[src/instr_decode_pkg.sv]
// Constants, field layouts and opcode groups for the instruction word decoder.
// Operation
// - Each fetched instruction is one 14-bit word, bit 13 most significant.
// - File operand is 7 bits, addressing registers 0x00 through 0x7F.
// - Byte ops: opcode bits 13..8, destination bit 7, file address 6..0.
// - Destination 0 writes the accumulator, 1 writes the file register.
// - Bit ops: opcode 13..10, bit index 9..7, file address 6..0.
// - Literal ops: opcode 13..8, 8-bit immediate in bits 7..0.
// - Call and jump: 3-bit opcode 13..11, 11-bit target 10..0.
// - Don't-care bits decode the same whether 0 or 1; the legacy load decode compares the exact low byte.
// - One cycle per instruction; taken test or counter change makes two.
// - The second cycle runs as no-operation, discarding the prefetched word.
// - An instruction cycle spans four oscillator periods.
// - Top bits 00 byte, 01 bit, 10 call or jump, 11 literal.
package instr_decode_pkg;
	// ==========================================================
	// Word and field layout
	localparam int WORD_W = 14;
	localparam int GRP_HI = 13;
	localparam int GRP_LO = 12;
	localparam int BYTE_OP_LO = 8;
	localparam int DEST_BIT = 7;
	localparam int FILE_HI = 6;
	localparam int FILE_W = 7;
	localparam int BIT_OP_LO = 10;
	localparam int BIT_IDX_HI = 9;
	localparam int BIT_IDX_LO = 7;
	localparam int LIT_HI = 7;
	localparam int JUMP_OP_LO = 11;
	localparam int TARGET_HI = 10;
	localparam int CALL_SEL_BIT = 11;
	localparam int LOW_BYTE_HI = 7;
	// ==========================================================
	// Timing
	localparam int PHASES = 4;
	localparam logic [1:0] PHASE_LAST = 2'h3;
	localparam logic [1:0] PHASE_FIRST = 2'h0;
	// ==========================================================
	// Opcode groups and selected encodings
	typedef enum logic [1:0]
	{
		GRP_BYTE = 2'b00,
		GRP_BIT = 2'b01,
		GRP_JUMP = 2'b10,
		GRP_LIT = 2'b11
	} group_e;
	localparam logic [5:0] OP_MISC = 6'h00;
	localparam logic [5:0] OP_DECFSZ = 6'h0B;
	localparam logic [5:0] OP_INCFSZ = 6'h0F;
	localparam logic [3:0] OP_BTFSC = 4'h6;
	localparam logic [3:0] OP_BTFSS = 4'h7;
	localparam logic [3:0] OP_RETLW = 4'hD;
	localparam logic [7:0] LOW_RETURN = 8'h08;
	localparam logic [7:0] LOW_RETFIE = 8'h09;
	localparam logic [7:0] LOW_OPTION = 8'h62;
	localparam logic [7:0] LOW_DIRLOAD_A = 8'h65;
	localparam logic [7:0] LOW_DIRLOAD_B = 8'h67;
	localparam logic [1:0] LIT_RETLW_TOP = 2'h1;
	localparam logic [WORD_W-1:0] NOP_WORD = 14'h0000;
	localparam logic DEST_ACC = 1'b0;
	localparam logic DEST_FILE = 1'b1;
endpackage

[src/instruction_word_decoder.sv]
// Instruction word decoder with cycle framing and branch no-operation flush.
`timescale 1ns/1ps
`default_nettype none
module instruction_word_decoder
#(
	parameter int WORD_W = instr_decode_pkg::WORD_W
)
(
	input wire logic clk, // Oscillator clock, 40 MHz.
	input wire logic rst, // Synchronous reset, active high.
	input wire logic [WORD_W-1:0] fetch_word, // Word from program memory.
	input wire logic cond_true, // Skip test result from the datapath.
	output logic [1:0] op_group, // Decoded group of the current word.
	output logic [5:0] byte_opcode, // Opcode of byte or literal ops.
	output logic [3:0] bit_opcode, // Opcode of bit ops.
	output logic [2:0] jump_opcode, // Opcode of call or jump.
	output logic [6:0] file_addr, // File register address.
	output logic [2:0] bit_index, // Bit select within a register.
	output logic dest_file, // High: result to file, low: accumulator.
	output logic [7:0] literal8, // Eight-bit immediate value.
	output logic [10:0] target11, // Eleven-bit jump or call target.
	output logic is_call, // Current word is a subroutine call.
	output logic is_flush, // Current cycle runs as no-operation.
	output logic legacy_load, // Current word is a legacy load.
	output logic cycle_start, // Pulse, first period of a cycle.
	output logic [1:0] phase_out // Oscillator period within the cycle.
);
	logic [1:0] phase;
	logic cycle_end;
	logic [WORD_W-1:0] word;
	logic [WORD_W-1:0] next_word;
	logic flush;
	logic next_flush;
	logic [1:0] next_op_group;
	logic [5:0] next_byte_opcode;
	logic [3:0] next_bit_opcode;
	logic [2:0] next_jump_opcode;
	logic [6:0] next_file_addr;
	logic [2:0] next_bit_index;
	logic next_dest_file;
	logic [7:0] next_literal8;
	logic [10:0] next_target11;
	logic next_is_call;
	logic next_is_flush;
	logic next_legacy_load;
	logic next_cycle_start;
	logic [1:0] next_phase_out;
	logic two_cycle;

	// ==========================================================
	// Cycle framing
	cycle_phase u_phase
	(
		.clk(clk),
		.rst(rst),
		.phase(phase),
		.cycle_end(cycle_end)
	);

	// Small field extractors; the flush decision and the output decode share
	// them, though both also write some of the same bit slices out inline.
	function automatic logic [1:0] group_of(input logic [WORD_W-1:0] w);
		return w[instr_decode_pkg::GRP_HI:instr_decode_pkg::GRP_LO];
	endfunction

	function automatic logic [5:0] byte_op_of(input logic [WORD_W-1:0] w);
		return w[instr_decode_pkg::GRP_HI:instr_decode_pkg::BYTE_OP_LO];
	endfunction

	function automatic logic [3:0] bit_op_of(input logic [WORD_W-1:0] w);
		return w[instr_decode_pkg::GRP_HI:instr_decode_pkg::BIT_OP_LO];
	endfunction

	function automatic logic [7:0] low_byte_of(input logic [WORD_W-1:0] w);
		return w[instr_decode_pkg::LOW_BYTE_HI:0];
	endfunction

	// Decide whether the word just executed changes the counter or skips.
	// Skips depend on the datapath test; jumps and returns always flush.
	function automatic logic needs_second(input logic [WORD_W-1:0] w, input logic c);
		logic [1:0] g;
		g = group_of(w);
		needs_second = 1'b0;
		case (g)
			instr_decode_pkg::GRP_JUMP:
				needs_second = 1'b1;
			instr_decode_pkg::GRP_LIT:
				needs_second = (bit_op_of(w) == instr_decode_pkg::OP_RETLW);
			instr_decode_pkg::GRP_BIT:
				needs_second = c &&
					(w[instr_decode_pkg::GRP_HI:instr_decode_pkg::BIT_OP_LO]
						== instr_decode_pkg::OP_BTFSC ||
					w[instr_decode_pkg::GRP_HI:instr_decode_pkg::BIT_OP_LO]
						== instr_decode_pkg::OP_BTFSS);
			default:
			begin
				if (w[instr_decode_pkg::GRP_HI:instr_decode_pkg::BYTE_OP_LO]
					== instr_decode_pkg::OP_MISC)
					needs_second = w[instr_decode_pkg::LOW_BYTE_HI:0]
						== instr_decode_pkg::LOW_RETURN ||
						w[instr_decode_pkg::LOW_BYTE_HI:0]
						== instr_decode_pkg::LOW_RETFIE;
				else
					needs_second = c &&
						(w[instr_decode_pkg::GRP_HI:instr_decode_pkg::BYTE_OP_LO]
							== instr_decode_pkg::OP_DECFSZ ||
						w[instr_decode_pkg::GRP_HI:instr_decode_pkg::BYTE_OP_LO]
							== instr_decode_pkg::OP_INCFSZ);
			end
		endcase
	endfunction

	// ==========================================================
	// Word capture and flush sequencing
	// two cycle decision
	assign two_cycle = !flush && needs_second(word, cond_true);

	always_comb
	begin
		next_word = word;
		next_flush = flush;
		if (cycle_end)
		begin
			// discard prefetched word
			// The prefetched word is replaced by a no-operation, so a taken
			// branch never lets the fall-through instruction act.
			next_flush = two_cycle;
			next_word = two_cycle ? instr_decode_pkg::NOP_WORD : fetch_word;
		end
	end

	always_ff @(posedge clk)
	begin
		if (rst)
		begin
			word <= instr_decode_pkg::NOP_WORD;
			flush <= 1'b0;
		end
		else
		begin
			word <= next_word;
			flush <= next_flush;
		end
	end

	// ==========================================================
	// Field decode
	always_comb
	begin
		next_op_group = group_of(word);
		next_byte_opcode = byte_op_of(word);
		next_bit_opcode = bit_op_of(word);
		next_bit_index = word[instr_decode_pkg::BIT_IDX_HI:instr_decode_pkg::BIT_IDX_LO];
		next_jump_opcode = word[instr_decode_pkg::GRP_HI:instr_decode_pkg::JUMP_OP_LO];
		next_target11 = word[instr_decode_pkg::TARGET_HI:0];
		next_is_call = (next_op_group == instr_decode_pkg::GRP_JUMP) &&
			!word[instr_decode_pkg::CALL_SEL_BIT];
		next_file_addr = word[instr_decode_pkg::FILE_HI:0];
		next_literal8 = word[instr_decode_pkg::LIT_HI:0];
		next_dest_file = instr_decode_pkg::DEST_FILE;
		if (next_op_group == instr_decode_pkg::GRP_BYTE)
			next_dest_file = word[instr_decode_pkg::DEST_BIT];
		// don't-care bits compared
		// The exact low byte must match for the legacy loads; bit 5 and the
		// other don't-care positions take part in the compare like any other bit.
		next_legacy_load = (next_byte_opcode == instr_decode_pkg::OP_MISC) &&
			(low_byte_of(word) == instr_decode_pkg::LOW_OPTION ||
			low_byte_of(word) == instr_decode_pkg::LOW_DIRLOAD_A ||
			low_byte_of(word) == instr_decode_pkg::LOW_DIRLOAD_B);
		next_is_flush = flush;
		next_cycle_start = cycle_end;
		next_phase_out = phase + 2'h1;
	end

	// Outputs are registered; they trail the internal word by one clock.
	always_ff @(posedge clk)
	begin
		if (rst)
		begin
			op_group <= instr_decode_pkg::GRP_BYTE;
			byte_opcode <= 6'h00;
			bit_opcode <= 4'h0;
			jump_opcode <= 3'h0;
			file_addr <= 7'h00;
			bit_index <= 3'h0;
			dest_file <= instr_decode_pkg::DEST_ACC;
			literal8 <= 8'h00;
			target11 <= 11'h000;
			is_call <= 1'b0;
			is_flush <= 1'b0;
			legacy_load <= 1'b0;
			cycle_start <= 1'b0;
			phase_out <= instr_decode_pkg::PHASE_FIRST;
		end
		else
		begin
			op_group <= next_op_group;
			byte_opcode <= next_byte_opcode;
			bit_opcode <= next_bit_opcode;
			jump_opcode <= next_jump_opcode;
			file_addr <= next_file_addr;
			bit_index <= next_bit_index;
			dest_file <= next_dest_file;
			literal8 <= next_literal8;
			target11 <= next_target11;
			is_call <= next_is_call;
			is_flush <= next_is_flush;
			legacy_load <= next_legacy_load;
			cycle_start <= next_cycle_start;
			phase_out <= next_phase_out;
		end
	end
endmodule
`default_nettype wire

[src/cycle_phase.sv]
// Divide-by-four phase counter that frames each instruction cycle.
`timescale 1ns/1ps
`default_nettype none
module cycle_phase
(
	input wire logic clk, // Oscillator clock.
	input wire logic rst, // Synchronous reset, active high.
	output logic [1:0] phase, // Current oscillator period within a cycle.
	output logic cycle_end // High in the last period of a cycle.
);
	logic [1:0] next_phase;

	// ==========================================================
	// Phase counter
	// four oscillator periods
	always_comb
	begin
		next_phase = phase + 2'h1;
	end

	always_ff @(posedge clk)
	begin
		if (rst)
			phase <= instr_decode_pkg::PHASE_FIRST;
		else
			phase <= next_phase;
	end

	assign cycle_end = (phase == instr_decode_pkg::PHASE_LAST);
endmodule
`default_nettype wire

[config.mk]
export PLATFORM = sky130hd
export DESIGN_NAME = instruction_word_decoder
export DESIGN_NICKNAME = d
export VERILOG_FILES = /design/src/instr_decode_pkg.sv /design/src/instruction_word_decoder.sv /design/src/cycle_phase.sv
export SDC_FILE = /design/constraint.sdc
export NUM_CORES = 1
export LEC_CHECK = 0
export ABC_AREA = 1
export BUFFER_PORTS_ARGS = -buffer_cell sky130_fd_sc_hd__buf_2
export CAP_MARGIN = 20
export CORE_ASPECT_RATIO = 0.75
export CORE_MARGIN = 2
export CORE_UTILIZATION = 44
export CTS_BUF_LIST = sky130_fd_sc_hd__clkbuf_4
export CTS_CLUSTER_DIAMETER = 120
export CTS_CLUSTER_SIZE = 16
export DETAILED_ROUTE_END_ITERATION = 10
export PLACE_DENSITY = 0.78
export SLEW_MARGIN = 20
export SYNTH_ARGS = -nofsm -noshare
export SYNTH_HDL_FRONTEND = slang
export SYNTH_HIERARCHICAL = 1
export SYNTH_SLANG_ARGS = --single-unit
[constraint.sdc]
create_clock -name clk -period 1.2 [get_ports clk]
set_input_delay 0.24 -clock clk [delete_from_list [all_inputs] [get_ports clk]]
set_output_delay 0.24 -clock clk [all_outputs]
set_load 0.03 [all_outputs]
==> reports/qor.txt <==
Vias in the first global route = 1,160
Layout cells sized above 1 = 0.471
Crit path max-delay family = simple AND/OR/NAND/NOR gates
Setup TNS = 0 ns
Sequential share of the synthesized area = 0.463
Starting DRT DRC Count = 51
Vias per cell = 4.20
Final core occ = 0.560
MaxCap Viol Count = 0
Reg power frac = 0.559
DRT Pass-1 Iters = 4
Rel. slew slack = 0.783
Yosys warnings = 6
Clk pin slew, worst setup/hold paths = 0.10 ns
RePlAce Congestion = 0.863
Crit path DAT = 1.43 ns
Slowest CP cell = dfxtp_4
DP Wirelength = 2.20 mm
CTS tree = built
Fin crit share = 0.999
Unrepaired setup endpoints after global routing = yes
Clock skew = 0.00458 ns
Hold Path Class = input pin to flop
Die width = 74.5 um
Total GRT Usage = 0.157
Final Setup Violations = 0
Initial core utilization = 0.454
Syn Area/Cell = 7.78 um2
Status = complete, no violations
Clock H-tree levels = 2
Ports = 68
Final nets = 276
Post-detailed-route wirelength per cell = 10.0 um
Mapped cell area = 1640 um2
Net switching power = 0.000698 W
Fin crit period = 1.20 ns
Sinks on Clock Net = 38
Syn Inst Count = 211
Worst Path Buf+Inv = 1
Slew @ Worst Pin = 0.323 ns
Type of the worst setup path = flop to flop
Synth unique cells = 22
Comb power frac = 0.173
Diode count = 0
Largest net degree at the start of global routing = 15
Final hold vios = 0
Data required, critical path = 1.43 ns
Die area = 4240 um2
Final std cells w/o fill = 311
Detail Route Antenna Nets = 0
Layout area overhead = 23.3%
Synth top area cells = dfxtp_1 46%, buf_4 14%, nand2_1 10%
Leading area contributor after synthesis = dfxtp_1
Port bufs = 67
Hold buffers post-CTS = 0
Leak Pwr = 1.09 nW
Sw frac = 0.292
Post-synth net total = 229
Critical path's largest stage delay = 0.38 ns
Max IR drop VDD = 828 uV
Setup slack, reg-to-reg = 0.001 ns
Cell Pwr Density = 1180 nW/um2
Critical path cell sequence = nor2_4, nand3_4, buf_4, nor4_1
Skew-Pair Late Insertion Delay = 0.34 ns
Routed WL = 3.11 mm
Die Y = 56.9 um
Core box area = 3610 um2
Total number of vias = 1,307
Initial antenna violation count = 0
Max Buffers Root-to-Sink = 2
Placed cell count = 301
CP Capture Type = flop
Final Max Tran Viols = 0
First-pass GRT wire length = 4.96 mm
Clock share of power = 0.268
Achievable frequency = 834 MHz
CTS Buf Count = 5
CP Launch Type = flop
Crit-path max FO = 5
Power Internal = 0.00169 W
Post-route DRC violation count = 0
Global route overflow = 0
Proportion of netlist area held by the largest area contributor = 0.463
Rows = 19
Clk root buf = clkbuf_4
Flops & latches, synth = 38
## synthesized netlist by cell type (all sizes together)
library cell,number
nand2,49
nor2,39
dfxtp,38
buf,34
inv,34
nand3,6
nand4,3
a21oi,2
nor4,2
clkbuf,1
ha,1
nor3,1
xnor2,1
## metrics by stage
| step | setup WS [ns] | hold WS (ns) | area (um2) | power (W) |
|---|---|---|---|---|
| 6_report | 0.00112 | 0.166 | 2020 | 0.00239 |
| 5_1_grt | -0.0349 | 0.163 | 2020 | 0.00251 |
| 2_1_floorplan | 0.0289 | 0.311 | 1650 | 0.00166 |
| 4_1_cts | 0.00519 | 0.161 | 1910 | 0.00237 |
| 3_5_place_dp | -0.0330 | 0.444 | 1830 | 0.00171 |
| 3_3_place_gp | 0.0215 | 0.441 | 1830 | 0.00171 |
## final cells by class
type | instances | area (um2)
Fill cell | 355 | 1590
Sequential cell | 38 | 778
Multi-Input combinational cell | 105 | 572
Timing Repair Buffer | 74 | 425
Inverter | 34 | 130
Tap cell | 52 | 65.1
Clock buffer | 6 | 45.0
Clock inverter | 2 | 8.76
## power groups by stage
stage	Combinational, W	Sequential, W	Clock (W)
2_1_floorplan	0.000258	0.00140	0
3_5_place_dp	0.000353	0.00136	0
3_3_place_gp	0.000347	0.00136	0
4_1_cts	0.000378	0.00133	0.000658
6_report	0.000414	0.00134	0.000640
5_1_grt	0.000450	0.00134	0.000721
## what timing repair did
action / 4_1_cts / 5_1_grt
setup buffers: 0 / 1
cloned: 1 / 0
setup endpoints to repair: 14 / 34
pin swaps: 1 / 13
gates resized for setup: 2 / 48
## final timing paths
path                  from      endpoint  depth (start not counted)
hold reg to reg    word[6]   literal8[6]                          2
setup / recovery  word[11]   legacy_load                          4
setup reg to reg  word[11]   legacy_load                          4
hold / removal         rst  phase_out[0]                          2
## routing by layer
| layer | global-route usage | share of wire |
|---|---|---|
| met1 | 0.196 | 0.45 |
| met2 | 0.245 | 0.46 |
| met3 | 0.0736 | 0.078 |
| met5 | 0 | 0 |
| met4 | 0.0383 | 0.010 |
## flip-flops by register name, summed over array words and instances (netlist names)
register / count
literal8: 1
dest_file: 1
flush: 1
byte_opcode: 4
is_call: 1
u_phase/phase: 2
cycle_start: 1
bit_index: 1
op_group: 2
file_addr: 6
phase_out: 2
legacy_load: 1
word: 14
is_flush: 1
## worst register-to-register path, cell delays in order (launching register included)
cell and delay [ns]:
dfxtp_4 0.38, nor2_4 0.13, nand3_4 0.10, buf_4 0.14, nor4_1 0.33
## logic make-up (layout without fill, tap and decap cells)
family | after synthesis | count (layout) | synth area share
AO/OA/AOI/OAI | 2 | 2 | 0.0130
XOR/XNOR | 1 | 1 | 0.00534
adder cells (fa/ha/maj) | 1 | 1 | 0.00762
buffers and inverters | 69 | 116 | 0.240
flip-flops | 38 | 38 | 0.463
AND/OR/NAND/NOR | 100 | 101 | 0.271
## cells in the final DEF (no fill, tap or decap), types with 2 or more instances in the layout
cell type | netlist | final
nand2_1 | 44 | 37
nand4_1 | 3 | 3
nor2_1 | 36 | 34
nor2_4 | 2 | 4
dfxtp_2 | 0 | 11
inv_2 | 3 | 4
nor4_1 | 2 | 2
buf_2 | 2 | 52
dfxtp_1 | 38 | 26
nand3_2 | 1 | 2
inv_1 | 31 | 29
nand2_2 | 5 | 11
nand3_4 | 1 | 3
clkbuf_4 | 0 | 19
nand3_1 | 4 | 2
buf_4 | 31 | 9
Note: power is estimated with default switching activity, not from simulation.
